**src/core/pdp_pkg.sv**
```systemverilog
// package of register map, field positions and timing for the parallel data port
package pdp_pkg;
   localparam logic [31:0] PDP_CTRL_STAT_OFS = 32'h0000_00FA;
   localparam logic [31:0] PDP_DATA_OFS = 32'h0000_00FD;
   localparam logic [31:0] PDP_IRQ_STAT_OFS = 32'h0000_0100;
   localparam logic [31:0] PDP_IRQ_MASK_OFS = 32'h0000_0104;
   localparam int PDP_OFS_IDX_SCALE = 4;
   localparam int PDP_ACCEPT_BIT = 2;
   localparam int PDP_AVAIL_BIT = 1;
   localparam int PDP_USEL_BIT = 4;
   localparam int PDP_USEL_HI_BIT = 5;
   localparam int PDP_IEN_BIT = 6;
   localparam int PDP_OEN_BIT = 7;
   localparam int PDP_IRQ_OUT_BIT = 0;
   localparam int PDP_IRQ_IN_BIT = 1;
   localparam logic [7:0] PDP_CTRL_RESET = 8'h00;
   localparam logic [1:0] PDP_IRQ_MASK_RESET = 2'h0;
   localparam int PDP_CLK_MHZ = 125;
   localparam int PDP_STROBE_NS = 80;
   localparam int PDP_STROBE_CYC = (PDP_STROBE_NS * PDP_CLK_MHZ + 999) / 1000;
   localparam logic [1:0] PDP_RESP_OKAY = 2'b00;
   localparam logic [1:0] PDP_RESP_SLVERR = 2'b10;
   typedef enum logic [1:0] {PDP_HS_IDLE, PDP_HS_OUT, PDP_HS_IN} pdp_hs_t;
endpackage

```
**src/core/pdp_top.sv**
```systemverilog
// parallel byte port with axi4-lite register slave and interrupt
`timescale 1ns/1ns
`default_nettype none
module pdp_top
   import pdp_pkg::*;
(
   input wire logic clock_i,
   input wire logic rstn_i,
   input wire logic [31:0] s_axi_awaddr,
   input wire logic s_axi_awvalid,
   output logic s_axi_awready,
   input wire logic [31:0] s_axi_wdata,
   input wire logic [3:0] s_axi_wstrb,
   input wire logic s_axi_wvalid,
   output logic s_axi_wready,
   output logic [1:0] s_axi_bresp,
   output logic s_axi_bvalid,
   input wire logic s_axi_bready,
   input wire logic [31:0] s_axi_araddr,
   input wire logic s_axi_arvalid,
   output logic s_axi_arready,
   output logic [31:0] s_axi_rdata,
   output logic [1:0] s_axi_rresp,
   output logic s_axi_rvalid,
   input wire logic s_axi_rready,
   output logic [7:0] par_out_o,
   input wire logic [7:0] par_in_i,
   output logic out_strobe_n_o,
   input wire logic output_accept_ready_n_i,
   output logic in_ack_n_o,
   input wire logic input_byte_ready_n_i,
   output logic unit_select_bit_o,
   output logic unit_select_hi_o,
   output logic in_enable_n_o,
   output logic out_enable_n_o,
   output logic irq_o
);
   function automatic logic addr_is(input logic [31:0] a, input logic [31:0] ofs);
      addr_is = (a[31:2] == 30'(ofs * PDP_OFS_IDX_SCALE >> 2));
   endfunction

   // true for the four decoded registers; anything else answers with a slave error
   function automatic logic addr_mapped(input logic [31:0] a);
      addr_mapped = addr_is(a, PDP_CTRL_STAT_OFS) || addr_is(a, PDP_DATA_OFS)
         || addr_is(a, PDP_IRQ_STAT_OFS) || addr_is(a, PDP_IRQ_MASK_OFS);
   endfunction

   logic [31:0] awaddr_q;
   logic aw_held_q;
   logic [31:0] wdata_q;
   logic [3:0] wstrb_q;
   logic w_held_q;
   logic [7:0] ctrl_q;
   logic [7:0] out_byte_q;
   logic [1:0] irq_stat_q;
   logic [1:0] irq_mask_q;
   logic [7:0] strobe_cnt_q;
   pdp_hs_t hs_q;
   logic wr_fire;
   logic rd_fire;
   logic data_wr;
   logic data_rd;
   logic stat_rd;
   logic accept_prev_q;
   logic avail_prev_q;
   logic [31:0] rdata_d;
   logic rd_ok;

   assign wr_fire = aw_held_q && w_held_q && !s_axi_bvalid;
   assign rd_fire = s_axi_arvalid && s_axi_arready;
   assign data_wr = wr_fire && addr_is(awaddr_q, PDP_DATA_OFS) && wstrb_q[0];
   assign data_rd = rd_fire && addr_is(s_axi_araddr, PDP_DATA_OFS);
   assign stat_rd = rd_fire && addr_is(s_axi_araddr, PDP_IRQ_STAT_OFS);

   // write address and data may arrive in either order; each is parked until both are here
   always_ff @(posedge clock_i or negedge rstn_i) begin
      if (!rstn_i) begin
         awaddr_q <= 32'h0000_0000;
         aw_held_q <= 1'b0;
         s_axi_awready <= 1'b0;
      end else begin
         s_axi_awready <= !aw_held_q && !s_axi_awready;
         if (s_axi_awvalid && s_axi_awready) begin
            awaddr_q <= s_axi_awaddr;
            aw_held_q <= 1'b1;
            s_axi_awready <= 1'b0;
         end
         if (wr_fire) begin
            aw_held_q <= 1'b0;
         end
      end
   end

   always_ff @(posedge clock_i or negedge rstn_i) begin
      if (!rstn_i) begin
         wdata_q <= 32'h0000_0000;
         wstrb_q <= 4'h0;
         w_held_q <= 1'b0;
         s_axi_wready <= 1'b0;
      end else begin
         s_axi_wready <= !w_held_q && !s_axi_wready;
         if (s_axi_wvalid && s_axi_wready) begin
            wdata_q <= s_axi_wdata;
            wstrb_q <= s_axi_wstrb;
            w_held_q <= 1'b1;
            s_axi_wready <= 1'b0;
         end
         if (wr_fire) begin
            w_held_q <= 1'b0;
         end
      end
   end

   always_ff @(posedge clock_i or negedge rstn_i) begin
      if (!rstn_i) begin
         s_axi_bvalid <= 1'b0;
      end else if (wr_fire) begin
         s_axi_bvalid <= 1'b1;
      end else if (s_axi_bready) begin
         s_axi_bvalid <= 1'b0;
      end
   end

   always_ff @(posedge clock_i or negedge rstn_i) begin
      if (!rstn_i) begin
         s_axi_bresp <= PDP_RESP_OKAY;
      end else if (wr_fire) begin
         if (addr_mapped(awaddr_q)) begin
            s_axi_bresp <= PDP_RESP_OKAY;
         end else begin
            s_axi_bresp <= PDP_RESP_SLVERR;
         end
      end
   end

   // control bits steer the connector's select and enable lines
   always_ff @(posedge clock_i or negedge rstn_i) begin
      if (!rstn_i) begin
         ctrl_q <= PDP_CTRL_RESET;
      end else if (wr_fire && wstrb_q[0]) begin
         if (addr_is(awaddr_q, PDP_CTRL_STAT_OFS)) begin
            ctrl_q <= wdata_q[7:0];
         end
      end
   end

   always_ff @(posedge clock_i or negedge rstn_i) begin
      if (!rstn_i) begin
         irq_mask_q <= PDP_IRQ_MASK_RESET;
      end else if (wr_fire && wstrb_q[0]) begin
         if (addr_is(awaddr_q, PDP_IRQ_MASK_OFS)) begin
            irq_mask_q <= wdata_q[1:0];
         end
      end
   end

   always_comb begin
      rdata_d = 32'h0000_0000;
      rd_ok = 1'b1;
      if (addr_is(s_axi_araddr, PDP_CTRL_STAT_OFS)) begin
         rdata_d[7:0] = ctrl_q;
         rdata_d[PDP_ACCEPT_BIT] = output_accept_ready_n_i;
         rdata_d[PDP_AVAIL_BIT] = input_byte_ready_n_i;
      end else if (addr_is(s_axi_araddr, PDP_DATA_OFS)) begin
         rdata_d[7:0] = par_in_i;
      end else if (addr_is(s_axi_araddr, PDP_IRQ_STAT_OFS)) begin
         rdata_d[1:0] = irq_stat_q;
      end else if (addr_is(s_axi_araddr, PDP_IRQ_MASK_OFS)) begin
         rdata_d[1:0] = irq_mask_q;
      end else begin
         rd_ok = 1'b0;
      end
   end

   // one read at a time: arready stays low until the answer has been taken
   always_ff @(posedge clock_i or negedge rstn_i) begin
      if (!rstn_i) begin
         s_axi_arready <= 1'b0;
      end else if (rd_fire) begin
         s_axi_arready <= 1'b0;
      end else begin
         s_axi_arready <= !s_axi_arready && !s_axi_rvalid;
      end
   end

   always_ff @(posedge clock_i or negedge rstn_i) begin
      if (!rstn_i) begin
         s_axi_rvalid <= 1'b0;
      end else if (rd_fire) begin
         s_axi_rvalid <= 1'b1;
      end else if (s_axi_rready) begin
         s_axi_rvalid <= 1'b0;
      end
   end

   always_ff @(posedge clock_i or negedge rstn_i) begin
      if (!rstn_i) begin
         s_axi_rdata <= 32'h0000_0000;
         s_axi_rresp <= PDP_RESP_OKAY;
      end else if (rd_fire) begin
         s_axi_rdata <= rdata_d;
         s_axi_rresp <= rd_ok ? PDP_RESP_OKAY : PDP_RESP_SLVERR;
      end
   end

   // the byte follows every data write, even one landing mid-pulse; the pulse is not restarted
   always_ff @(posedge clock_i or negedge rstn_i) begin
      if (!rstn_i) begin
         out_byte_q <= 8'h00;
      end else if (data_wr) begin
         out_byte_q <= wdata_q[7:0];
      end
   end

   // handshake pulses: out strobe after a data write, in ack after a data read
   always_ff @(posedge clock_i or negedge rstn_i) begin
      if (!rstn_i) begin
         hs_q <= PDP_HS_IDLE;
         strobe_cnt_q <= 8'h00;
      end else begin
         case (hs_q)
            PDP_HS_IDLE: begin
               if (data_wr) begin
                  hs_q <= PDP_HS_OUT;
                  strobe_cnt_q <= 8'(PDP_STROBE_CYC);
               end else if (data_rd) begin
                  hs_q <= PDP_HS_IN;
                  strobe_cnt_q <= 8'(PDP_STROBE_CYC);
               end
            end
            PDP_HS_OUT, PDP_HS_IN: begin
               if (strobe_cnt_q == 8'h01) begin
                  hs_q <= PDP_HS_IDLE;
               end
               strobe_cnt_q <= strobe_cnt_q - 8'h01;
            end
            default: hs_q <= PDP_HS_IDLE;
         endcase
      end
   end

   // connector outputs are registered so no decode glitch reaches the cable
   always_ff @(posedge clock_i or negedge rstn_i) begin
      if (!rstn_i) begin
         par_out_o <= 8'h00;
      end else begin
         par_out_o <= out_byte_q;
      end
   end

   always_ff @(posedge clock_i or negedge rstn_i) begin
      if (!rstn_i) begin
         out_strobe_n_o <= 1'b1;
      end else begin
         out_strobe_n_o <= (hs_q != PDP_HS_OUT);
      end
   end

   always_ff @(posedge clock_i or negedge rstn_i) begin
      if (!rstn_i) begin
         in_ack_n_o <= 1'b1;
      end else begin
         in_ack_n_o <= (hs_q != PDP_HS_IN);
      end
   end

   always_ff @(posedge clock_i or negedge rstn_i) begin
      if (!rstn_i) begin
         unit_select_bit_o <= 1'b0;
      end else begin
         unit_select_bit_o <= ctrl_q[PDP_USEL_BIT];
      end
   end

   always_ff @(posedge clock_i or negedge rstn_i) begin
      if (!rstn_i) begin
         unit_select_hi_o <= 1'b0;
      end else begin
         unit_select_hi_o <= ctrl_q[PDP_USEL_HI_BIT];
      end
   end

   always_ff @(posedge clock_i or negedge rstn_i) begin
      if (!rstn_i) begin
         in_enable_n_o <= 1'b1;
      end else begin
         in_enable_n_o <= !ctrl_q[PDP_IEN_BIT];
      end
   end

   always_ff @(posedge clock_i or negedge rstn_i) begin
      if (!rstn_i) begin
         out_enable_n_o <= 1'b1;
      end else begin
         out_enable_n_o <= !ctrl_q[PDP_OEN_BIT];
      end
   end

   // previous flags reset to the idle high level so release of reset makes no false edge
   always_ff @(posedge clock_i or negedge rstn_i) begin
      if (!rstn_i) begin
         accept_prev_q <= 1'b1;
         avail_prev_q <= 1'b1;
      end else begin
         accept_prev_q <= output_accept_ready_n_i;
         avail_prev_q <= input_byte_ready_n_i;
      end
   end

   // sticky events on the falling edge of each ready flag; a new event beats the read clear
   always_ff @(posedge clock_i or negedge rstn_i) begin
      if (!rstn_i) begin
         irq_stat_q <= 2'h0;
      end else begin
         irq_stat_q <= (stat_rd ? 2'h0 : irq_stat_q)
            | {avail_prev_q && !input_byte_ready_n_i, accept_prev_q && !output_accept_ready_n_i};
      end
   end

   always_ff @(posedge clock_i or negedge rstn_i) begin
      if (!rstn_i) begin
         irq_o <= 1'b0;
      end else begin
         irq_o <= |(irq_stat_q & irq_mask_q);
      end
   end
endmodule // pdp_top
`default_nettype wire

```
**config.mk**
```make
export PLATFORM = sky130hd
export DESIGN_NAME = pdp_top
export DESIGN_NICKNAME = d
export VERILOG_FILES = /design/src/core/pdp_pkg.sv /design/src/core/pdp_top.sv
export SDC_FILE = /design/constraint.sdc
export NUM_CORES = 1
export LEC_CHECK = 0
export BUFFER_PORTS_ARGS = -buffer_cell sky130_fd_sc_hd__buf_2
export CAP_MARGIN = 10
export CORE_MARGIN = 2
export CORE_UTILIZATION = 30
export DETAILED_ROUTE_END_ITERATION = 7
export PLACE_DENSITY = 0.54
export SYNTH_ARGS = -nofsm -noshare
export SYNTH_HDL_FRONTEND = slang
export SYNTH_SLANG_ARGS = --single-unit
```
**constraint.sdc**
```tcl
create_clock -name clock_i -period 1.8 [get_ports clock_i]
set_input_delay 0.18 -clock clock_i [delete_from_list [all_inputs] [get_ports clock_i]]
set_output_delay 0.18 -clock clock_i [all_outputs]
set_load 0.005 [all_outputs]
```
# Word level (Yosys, flattened, before mapping)

Index checks and enable logic that the tools add are counted.
Widths: inputs -> output; s select.

Logic and storage cells: 118
Bits of input ports: 117
Output and inout bits: 56
Bits in registers: 107

Add/subtract/negate cells: 1
Mux-type cells: 30
Bitwise gates (word level): 2
Equality and inequality tests: 15
Reduce and logical (&&, ||, !) cells: 41

Operators with widths:

| kind                | number |
|---|---|
| $eq 30x8->1 const B | 4 |
| $eq 30x9->1 const B | 4 |
| $mux 8              | 3 |
| $mux 2              | 9 |
| $pmux 8 s2          | 1 |
| $logic_and 1x1->1   | 15 |
| $mux 1              | 15 |
| $logic_not 1->1     | 11 |
| $reduce_bool 2->1   | 5 |
| $eq 8x1->1 const B  | 1 |
| $reduce_and 2->1    | 4 |
| $sub 8x1->8 const B | 1 |
| $mux 6              | 1 |
| $ne 2x2->1 const B  | 2 |
| $pmux 2 s2          | 1 |
| $reduce_or 2->1     | 2 |
| $logic_or 1x1->1    | 3 |
| $ne 3x3->1 const B  | 1 |
| $and 2x2->2         | 1 |
| $eq 2x1->1 const B  | 1 |
| $eq 2x2->1 const B  | 1 |
| $logic_not 2->1     | 1 |
| $ne 2x1->1 const B  | 1 |
| $or 2x2->2          | 1 |

# Depth between registers and ports, before layout

Gate-level depths: netlist of run 1.

Depth after elaboration: 6
Mapped depth: 8
Gate-level depth less buffers: 7

# Worst setup path before layout of run 1

OpenSTA, ideal clock, no wires.

Path type: register to register
Start point: register awaddr_q[19]
End point: register out_byte_q[0]
Arrival time: 1.825 ns
Period minus slack after synthesis: 1.949 ns
Required time: 1.675 ns
Cell stages (with the launch flop): 6
Path slack: -0.149 ns
Library setup time: 0.125 ns
Buffers on the path: 1
Cell sequence: dfrtp_1 -> nor4_1 -> nand4_1 -> nor4_4 -> buf_2 -> mux2_2

Word-level cells in the longest chain between the ends: 3

RTL lines:

| element                         | RTL line       | text |
|---|---|---|
| from (decl)                     | pdp_top.sv:48  | `logic [31:0] awaddr_q;` |
| from (signal assigned)          | pdp_top.sv:84  | `awaddr_q <= s_axi_awaddr;` |
| $eq 30x8->1                     | pdp_top.sv:39  | `addr_is = (a[31:2] == 30'(ofs * PDP_OFS_IDX_SCALE >> 2));` |
| $logic_and 1x1->1 (2 in series) | pdp_top.sv:71  | `assign data_wr = wr_fire && addr_is(awaddr_q, PDP_DATA_OFS) && wstrb_q[0];` |
| to (signal assigned)            | pdp_top.sv:211 | `out_byte_q <= wdata_q[7:0];` |
| to (decl)                       | pdp_top.sv:54  | `logic [7:0] out_byte_q;` |

No other way between the ends.
A chain may end at the register's enable or synchronous reset.

# Final worst setup path of run 1

Start point: register awaddr_q[19]
End point: register out_byte_q[7]

The elaborated chain is that of the path after synthesis.

==> results of run 1 <==
==> per-stage QoR <==
step           utilization [%]  instances
5_1_grt                   41.5        719
3_5_place_dp              38.0        699
4_1_cts                   41.1        719
3_3_place_gp              38.0        699
2_1_floorplan                -        399
6_report                  41.5        719
==> what timing repair did <==
item / in CTS / in global routing
pin swaps: 11 / 5
endpoints found under the setup margin: 27 / 27
setup buffers: 1 / 0
endpoints found under the hold margin: 27 / 0
hold buffers: 3 / 0
resized for setup: 23 / 10
==> state kept, by name, indices dropped and copies added, names as in the netlist, 2 cells and up <==
name,count
ctrl_q,6
strobe_cnt_q,8
irq_mask_q,2
awaddr_q,30
s_axi_rdata,8
hs_q,2
wdata_q,8
irq_stat_q,2
out_byte_q,8
par_out_o,8
==> layout by cell type (no fill, tap or decap), types with 6 or more instances in the layout <==
master,netlist,routed
mux2_4,0,9
nand3_1,7,6
inv_1,14,14
conb_1,1,26
dfrtp_1,95,95
a22oi_1,7,6
mux2_2,57,48
nor3_1,8,7
a21oi_1,13,9
buf_4,26,34
buf_2,3,114
dfstp_2,6,6
nor2_1,16,15
clkbuf_16,0,9
nand2_1,38,37
==> logic make-up after synthesis <==
kind of cell               Yosys count  share of synthesized area, %
muxes                               60                          15.1
DFF                                101                          57.1
AOI/OAI and AO/OA                   44                          6.34
buffers and inverters               51                          6.59
other                                1                        0.0844
and+or+nand+nor                    111                          13.2
xor gates and xnor gates             1                         0.197
adders and majority gates            5                          1.41
==> cells in the mapped netlist (5+ instances only) <==
| cell | n | share of area [%] |
|---|---|---|
| nor4_1 | 11 | 1.5 |
| inv_1 | 14 | 1.2 |
| mux2_2 | 57 | 14 |
| a21oi_1 | 13 | 1.5 |
| dfstp_2 | 6 | 3.5 |
| ha_1 | 5 | 1.4 |
| nand3_1 | 7 | 0.79 |
| nor2_1 | 16 | 1.4 |
| a22oi_1 | 7 | 1.2 |
| dfrtp_1 | 95 | 54 |
| buf_4 | 26 | 4.4 |
| nand4_1 | 5 | 0.70 |
| nand2_1 | 38 | 3.2 |
| nor2b_1 | 5 | 0.70 |
| nor3_1 | 8 | 0.90 |
| clkbuf_1 | 8 | 0.68 |
==> final cells by class <==
| cell class | instances | area, um^2 | share of cell area [%] |
|---|---|---|---|
| Inverter | 14 | 52.6 | 0.875 |
| Sequential cell | 101 | 2530 | 42.2 |
| Clock inverter | 7 | 97.6 | 1.63 |
| Tap cell | 184 | 230 | 3.83 |
| Timing Repair Buffer | 157 | 950 | 15.8 |
| Clock buffer | 9 | 225 | 3.75 |
| Multi-Input combinational cell | 247 | 1910 | 31.9 |
==> metal layers <==
layer	vias to the layer above	wire [um]	track usage, %
li1	1577	-	-
met1	1644	4280	16.0
met2	103	5420	24.4
met3	13	837	5.82
met4	0	138	3.66
met5	-	0	0
==> final timing paths <==
kind / start / endpoint / slack, ns / cells after the start
worst max-delay path: awaddr_q[19] / out_byte_q[7] / -0.14 / 6
worst min-delay path: s_axi_rready / s_axi_rvalid / 0.02 / 2
worst max register to register: awaddr_q[19] / out_byte_q[7] / -0.14 / 6
worst min register to register: out_byte_q[7] / par_out_o[7] / 0.38 / 0
max in group asynchronous: rstn_i / avail_prev_q / 0.89 / 3
min in group asynchronous: rstn_i / s_axi_rdata[4] / 0.32 / 2
==> report_power, final <==
part	switching, uW	leakage [uW]	internal, uW
clock	871	0.000152	1230
combinational	542	0.00149	788
sequential	358	0.00126	2810
total	1770	0.00289	4830
==> impl_metrics.tcl, run 1 <==
set metrics [dict create \
    status "finished, violations left" \
    violations "negative setup slack" \
    core_mm2 0.0145 \
    drtIter0Drc 106 \
    ioPinCount 173 \
    start_util_pct 30.7 \
    drtPass1Iterations 4 \
    globalplace.congestion 0.746 \
    layout_worst_path_cycle_share_pct 108 \
    antenna_cells 0 \
    path_cells "nor4_1 -> nand4_1 -> nor4_4 -> buf_6 -> buf_12 -> mux2_4" \
    rows 44 \
    power_density_mw_per_mm2 1100 \
    path_buf_inv 2 \
    path_delay_family "simple AND/OR/NAND/NOR gates" \
    yosysSeqAreaShare_pct 57.1 \
    grt_max_degree 37 \
    avgViaCountPerCell 4.64 \
    power.leakage_uw 0.00289 \
    fin_setup_tns_ns -2.90 \
    post-place-ws_ns -0.232 \
    fin_ws_ns -0.144 \
    routed_wl_mm 10.7 \
    first_global_vias 3551 \
    drtAntennaViolNets 0 \
    cts_tree "built" \
    final_max_slew_viol_count 0 \
    cts-root-buf "clkbuf_16" \
    die_x_um 126 \
    die_h_um 126 \
    wl_per_cell_um 14.9 \
    synth_warnings 0 \
    clock_skew_ns 0.00724 \
    synthArstFlopShare_pct 100 \
    design_area_mm2 0.00600 \
    syn_inst 374 \
    power.total_uw 6600 \
    ys_types 46 \
    criticalPathCategory "flip-flop to flip-flop" \
    cts_num_sinks 101 \
    placed_area_mm2 0.00550 \
    die_area_mm2 0.0158 \
    syn2layout_area_growth_pct 35.1 \
    syn_area_mm2 0.00444 \
    min_period_ns 1.94 \
    nets 652 \
    grt_overflow_total 0 \
    antenna_found_initial 0 \
    htreeDepth 3 \
    hold_path.class "input port to flip-flop" \
    tightest_slew_ns 0.519 \
    dp_hpwl_mm 8.05 \
    grt_use_total_pct 14.0 \
    hold_viol_final 0 \
    drive_above_1_share_pct 49.2 \
    crit_path_top_delay_cell "dfrtp_1" \
    vias 3337 \
    cp-end-kind "flip-flop" \
    port_buffers 115 \
    fmax_mhz 514 \
    setup_viol 27 \
    synthFlopType "dfrtp_1" \
    critical_path.max_stage_delay_ns 0.38 \
    critPathArrivalTime_ns 2.18 \
    fillerInstances 1397 \
    maxCapViolCount 0 \
    peakVddDrop_v 0.00103 \
    cts_made_buffers 9 \
    worst_setup_path_start_kind "flip-flop" \
    clock_insertion_delay_worst_skew_ns 0.35 \
    clock_path_buffers 2 \
    maxSlewHeadroom_pct 65.1 \
    post-route-drc-count 0 \
    grt_setup_unrepaired "yes" \
    hold_slack_ns 0.0195 \
    synth-seq-cells 101 \
    clk_transition_reported_paths_ns 0.07 \
    worstPathMaxFanout 6 \
    synth_enable_flop_cells 0 \
    grt_pass1_wl_mm 17.5 \
    syn_area_per_cell_um2 11.9 \
    cp.required_ns 2.04 \
]
Power figures use the tool's default switching activity.
==> run 2, diff against run 1 <==
- CORE_ASPECT_RATIO: default -> 1.1
==> run 2 against run 1 <==
The run still ends with negative setup slack left. Non-clock buffer count did not move. Final cell count increased by 1.1%. Clock skew rose by 0.0022 ns. Sequential cell count unchanged. First-iteration DRC count grew 35%. Sequential power about the same. Core utilization up 0.24 points. Maximum frequency is 2.4% lower. Power down 0.60%. Worst setup slack lost 0.048 ns. Hold slack gained 0.041 ns. Largest cell class unchanged.
==> impl_metrics.tcl, run 2 (synthesis gave the netlist of run 1 again) <==
set metrics [dict create \
    status "finished, violations left" \
    violations "negative setup slack" \
    final_cell_mix "buf_2, dfrtp_1, mux2_2" \
    port_buffers 115 \
    final_max_slew_viol_count 0 \
    die_x_um 120 \
    cp.required_ns 2.04 \
    regMostFlops "awaddr_q" \
    core_mm2 0.0144 \
    drtAntennaViolNets 0 \
    start_util_pct 30.8 \
    die_area_mm2 0.0158 \
    grt_use_total_pct 14.0 \
    first_global_vias 3626 \
    htreeDepth 3 \
    worstPathMaxFanout 6 \
    globalplace.congestion 0.799 \
    worst_setup_path_start_kind "flip-flop" \
    met1_length_mm 4.28 \
    hold_viol_final 0 \
    maxCapViolCount 0 \
    grt_pass1_wl_mm 17.7 \
    tightest_slew_ns 0.608 \
    vias 3305 \
    grt_setup_unrepaired "yes" \
    hold_path.class "input port to flip-flop" \
    crit_path_top_delay_cell "dfrtp_1" \
    cts-root-buf "clkbuf_16" \
    hold_slack_ns 0.0606 \
    layout_worst_path_cycle_share_pct 111 \
    antenna_cells 0 \
    final_common_cell "buf_2" \
    critPathArrivalTime_ns 2.23 \
    avgViaCountPerCell 4.55 \
    clk_transition_reported_paths_ns 0.07 \
    maxSlewHeadroom_pct 59.2 \
    fin_ws_ns -0.193 \
    post-place-ws_ns -0.339 \
    antenna_found_initial 1 \
    clock_insertion_delay_worst_skew_ns 0.35 \
    power.leakage_uw 0.00293 \
    post-route-drc-count 0 \
    critical_path.max_stage_delay_ns 0.41 \
    rows 46 \
    power_density_mw_per_mm2 1090 \
    grt_max_degree 60 \
    cts_made_buffers 9 \
    cp-end-kind "flip-flop" \
    path_cells "nor4_4 -> nand4_1 -> buf_4 -> nor4_4 -> buf_6 -> buf_6 -> mux2_4" \
    routed_wl_mm 10.5 \
    drtIter0Drc 143 \
    clock_path_buffers 2 \
    cts_num_sinks 101 \
    peakVddDrop_v 0.000940 \
    largest_reg_flops 30 \
    fmax_mhz 502 \
    nets 652 \
    min_period_ns 1.99 \
    fillerInstances 1399 \
    utilization_pct 41.7 \
    top_layer "met5" \
    clock_skew_ns 0.00947 \
    wl_met3_um 817 \
    ioPinCount 173 \
    setup_viol 26 \
    drtPass1Iterations 5 \
    drive_above_1_share_pct 49.0 \
    criticalPathCategory "flip-flop to flip-flop" \
    wl_per_cell_um 14.5 \
    cts_tree "built" \
    grt_overflow_total 0 \
    syn2layout_area_growth_pct 35.6 \
    route.met2.wl_mm 5.28 \
    die_h_um 132 \
    dp_hpwl_mm 7.95 \
]
-- run 2: cell types whose count changed in the layout (fill, tap and decap cells not counted), moves of 2 or more --
cell,change
inv_8,+3
buf_4,-2
buf_6,+2
clkinv_4,+2
clkinvlp_4,-2
o21ai_1,+2
o22ai_1,+2
o22ai_2,-2
-- run 2: metrics by stage --
| stage | area, um^2 | TNS (ns) | total power (uW) | cells |
|---|---|---|---|---|
| 6_report | 6020 | -3.57 | 6560 | 727 |
| 4_1_cts | 5950 | -3.88 | 6620 | 727 |
| 3_3_place_gp | 5470 | -6.33 | 4430 | 704 |
| 3_5_place_dp | 5470 | -7.42 | 4500 | 704 |
| 2_1_floorplan | 4610 | -0.162 | 3920 | 399 |
| 5_1_grt | 6020 | -7.06 | 6970 | 727 |
-- run 2: report_power, final --
part / internal (uW) / switching [uW]
clock: 1120 / 926
combinational: 790 / 538
sequential: 2810 / 374
-- run 2: final timing paths --
path | start | endpoint | slack (ns) | depth (start not counted)
worst max-delay path | awaddr_q[15] | out_byte_q[6] | -0.19 | 7
worst min-delay path | s_axi_wstrb[0] | wstrb_q[0] | 0.06 | 2
worst max register to register | awaddr_q[15] | out_byte_q[6] | -0.19 | 7
worst min register to register | out_byte_q[1] | par_out_o[1] | 0.38 | 0
max in group asynchronous | rstn_i | accept_prev_q | 1.11 | 3
min in group asynchronous | rstn_i | s_axi_rdata[2] | 0.36 | 3
-- run 2: area by class of cell --
cell class / instances / area, um^2 / share of cell area, %
Clock buffer: 9 / 225 / 3.74
Clock inverter: 7 / 90.1 / 1.50
Inverter: 14 / 52.6 / 0.872
Multi-Input combinational cell: 247 / 1930 / 32.1
Sequential cell: 101 / 2530 / 42.1
Tap cell: 192 / 240 / 3.99
Timing Repair Buffer: 157 / 947 / 15.7
-- run 2: per-layer routing --
layer	vias to the layer above	global-route usage, %
li1	1577	-
met1	1602	16.5
met2	113	23.7
met3	11	5.25
met4	2	3.99
met5	-	0
-- run 2: timing repair --
item | CTS | global route
setup buffers | 3 | 0
gates cloned | 0 | 0
hold buffers | 4 | 0
setup endpoints to repair | 27 | 27
resized for setup | 27 | 12
pin swaps | 11 | 13
hold endpoints to repair | 98 | 0
-- run 2: worst max-delay path: cells and delay by family, from the launching register on --
| family | cells | cell delay [ns] |
|---|---|---|
| buffers and inverters | 3 | 0.50 |
| DFF | 1 | 0.41 |
| muxes | 1 | 0.29 |
| and+or+nand+nor | 3 | 0.69 |
==> run 3, diff against run 2 <==
- CORE_MARGIN: 2 -> default
- PLACE_DENSITY: 0.54 -> 0.63
==> run 3 against run 2 <==
Maximum frequency increased by 2.4%. Critical path type unchanged. Non-clock buffer count increased by 1. The run still ends with negative setup slack left. Power decreased by 1.3%. Sequential power about the same. Combinational power about the same. Core utilization decreased by 0.061 points.
==> impl_metrics.tcl, run 3 (synthesis gave the netlist of run 1 again) <==
set metrics [dict create \
    ioPinCount 173 \
    power.leakage_uw 0.00292 \
    drtPass1Iterations 4 \
    cts_tree "built" \
    rows 46 \
    core_mm2 0.0144 \
    post-route-drc-count 0 \
    min_period_ns 1.95 \
    htreeDepth 3 \
    globalplace.congestion 0.745 \
    grt_max_degree 48 \
    drtAntennaViolNets 0 \
    first_global_vias 3406 \
    path_buf_inv 2 \
    timing.rr.start "awaddr_q[15]" \
    vias 3297 \
    final_cell_mix "buf_2, dfrtp_1, mux2_2" \
    dp_cells 706 \
    die_area_mm2 0.0153 \
    critPathArrivalTime_ns 2.18 \
    grt_use_total_pct 14.0 \
    regMostFlops "awaddr_q" \
    die_x_um 118 \
    final_max_slew_viol_count 0 \
    wl_per_cell_um 13.9 \
    holdPathEnd "s_axi_rvalid" \
    power_density_mw_per_mm2 1080 \
    crit_path_top_delay_cell "dfrtp_1" \
    cp.required_ns 2.03 \
    hold_viol_final 0 \
    path_delay_family "simple AND/OR/NAND/NOR gates" \
    syn2layout_area_growth_pct 35.4 \
    routed_wl_mm 10.1 \
    finalNonFillerCells 729 \
    fin_ws_ns -0.146 \
    cp-end-kind "flip-flop" \
    layout_worst_path_cycle_share_pct 108 \
    antenna_found_initial 1 \
    crit_top_cell "nor4_4" \
    avgViaCountPerCell 4.52 \
    dp_hpwl_mm 7.73 \
    utilization_pct 41.6 \
    tightest_slew_ns 0.619 \
    hold_path.class "input port to flip-flop" \
    cts-root-buf "clkbuf_16" \
    r2r-end "out_byte_q[5]" \
    clock_insertion_delay_worst_skew_ns 0.35 \
    cts_num_sinks 101 \
    reg2reg_depth 6 \
    largest_reg_flops 30 \
    setup_viol 27 \
    start_util_pct 30.8 \
    status "finished, violations left" \
    die_h_um 130 \
    clock_path_buffers 2 \
    port_buffers 115 \
    maxCapViolCount 0 \
    drtIter0Drc 107 \
    grt_overflow_total 0 \
    peakVddDrop_v 0.00114 \
    nets 653 \
    clk_transition_reported_paths_ns 0.07 \
    final_common_cell "buf_2" \
    path_cells "nor4_4 -> nand4_1 -> nor4_4 -> buf_6 -> buf_12 -> mux2_4" \
    criticalPathCategory "flip-flop to flip-flop" \
    maxSlewHeadroom_pct 58.4 \
    drive_above_1_share_pct 49.4 \
    fmax_mhz 514 \
    worstPathMaxFanout 6 \
    worstHoldStart "s_axi_rready" \
    grt_pass1_wl_mm 16.7 \
    worst_setup_path_start_kind "flip-flop" \
    fillerInstances 1386 \
    post-place-ws_ns -0.367 \
    violations "negative setup slack" \
    critical_path.max_stage_delay_ns 0.40 \
    grt_setup_unrepaired "yes" \
    r2r_slack_ns -0.15 \
    cts_made_buffers 9 \
    clock_skew_ns 0.00673 \
    worstHoldPathCells 2 \
]
-- run 3: metal layers --
metal	track usage, %	vias up	part of all wire, %
met2	24.5	108	51
met1	15.3	1588	40
li1	-	1582	-
met4	5.05	0	1.9
met3	5.55	19	6.9
met5	0	-	0
-- run 3: how the worst max path moves through the flow --
stage	endpoint	startpoint	slack (ns)	cells past startpoint
4_1_cts	out_byte_q[5]	awaddr_q[20]	-0.19	7
5_1_grt	out_byte_q[5]	awaddr_q[20]	-0.26	7
3_5_place_dp	ctrl_q[3]	awaddr_q[16]	-0.37	6
2_1_floorplan	out_byte_q[5]	awaddr_q[16]	-0.03	5
6_report	out_byte_q[5]	awaddr_q[15]	-0.15	6
3_3_place_gp	irq_stat_q[1]	s_axi_araddr[15]	-0.27	8
-- run 3: power by group --
part | internal (uW) | total, uW | leakage (uW) | switching (uW)
logic | 785 | 1310 | 0.00153 | 523
clock network | 1090 | 1960 | 0.000141 | 871
registers | 2810 | 3200 | 0.00126 | 386
-- run 3: per-stage QoR --
stage	hold WS, ns	total power [uW]	TNS [ns]	cell area (um^2)
global placement	0.0717	4400	-6.51	5490
floorplan	-0.116	3920	-0.162	4610
global route	0.0334	6840	-6.12	6010
finish	0.0248	6470	-2.91	6020
CTS	0.0120	6530	-4.09	5950
detailed placement	0.0759	4490	-8.99	5490
-- run 3: final cells by class --
class | count | area, um^2 | share of cell area, %
multi-input cells | 247 | 1930 | 32.2
repair buffers | 158 | 948 | 15.8
well taps | 192 | 240 | 3.99
inverters | 14 | 52.6 | 0.874
clock buffers | 10 | 229 | 3.81
clock inverters | 6 | 73.8 | 1.23
diodes | 1 | 2.50 | 0.0416
flip-flops and latches | 101 | 2530 | 42.1
-- run 3: repair_timing --
item | 4_1_cts | 5_1_grt
pin swaps | 15 | 7
buffers inserted | 2 | 1
setup endpoints to repair | 27 | 37
endpoints found under the hold margin | 18 | 0
resized for setup | 29 | 10
hold buffers | 3 | 0
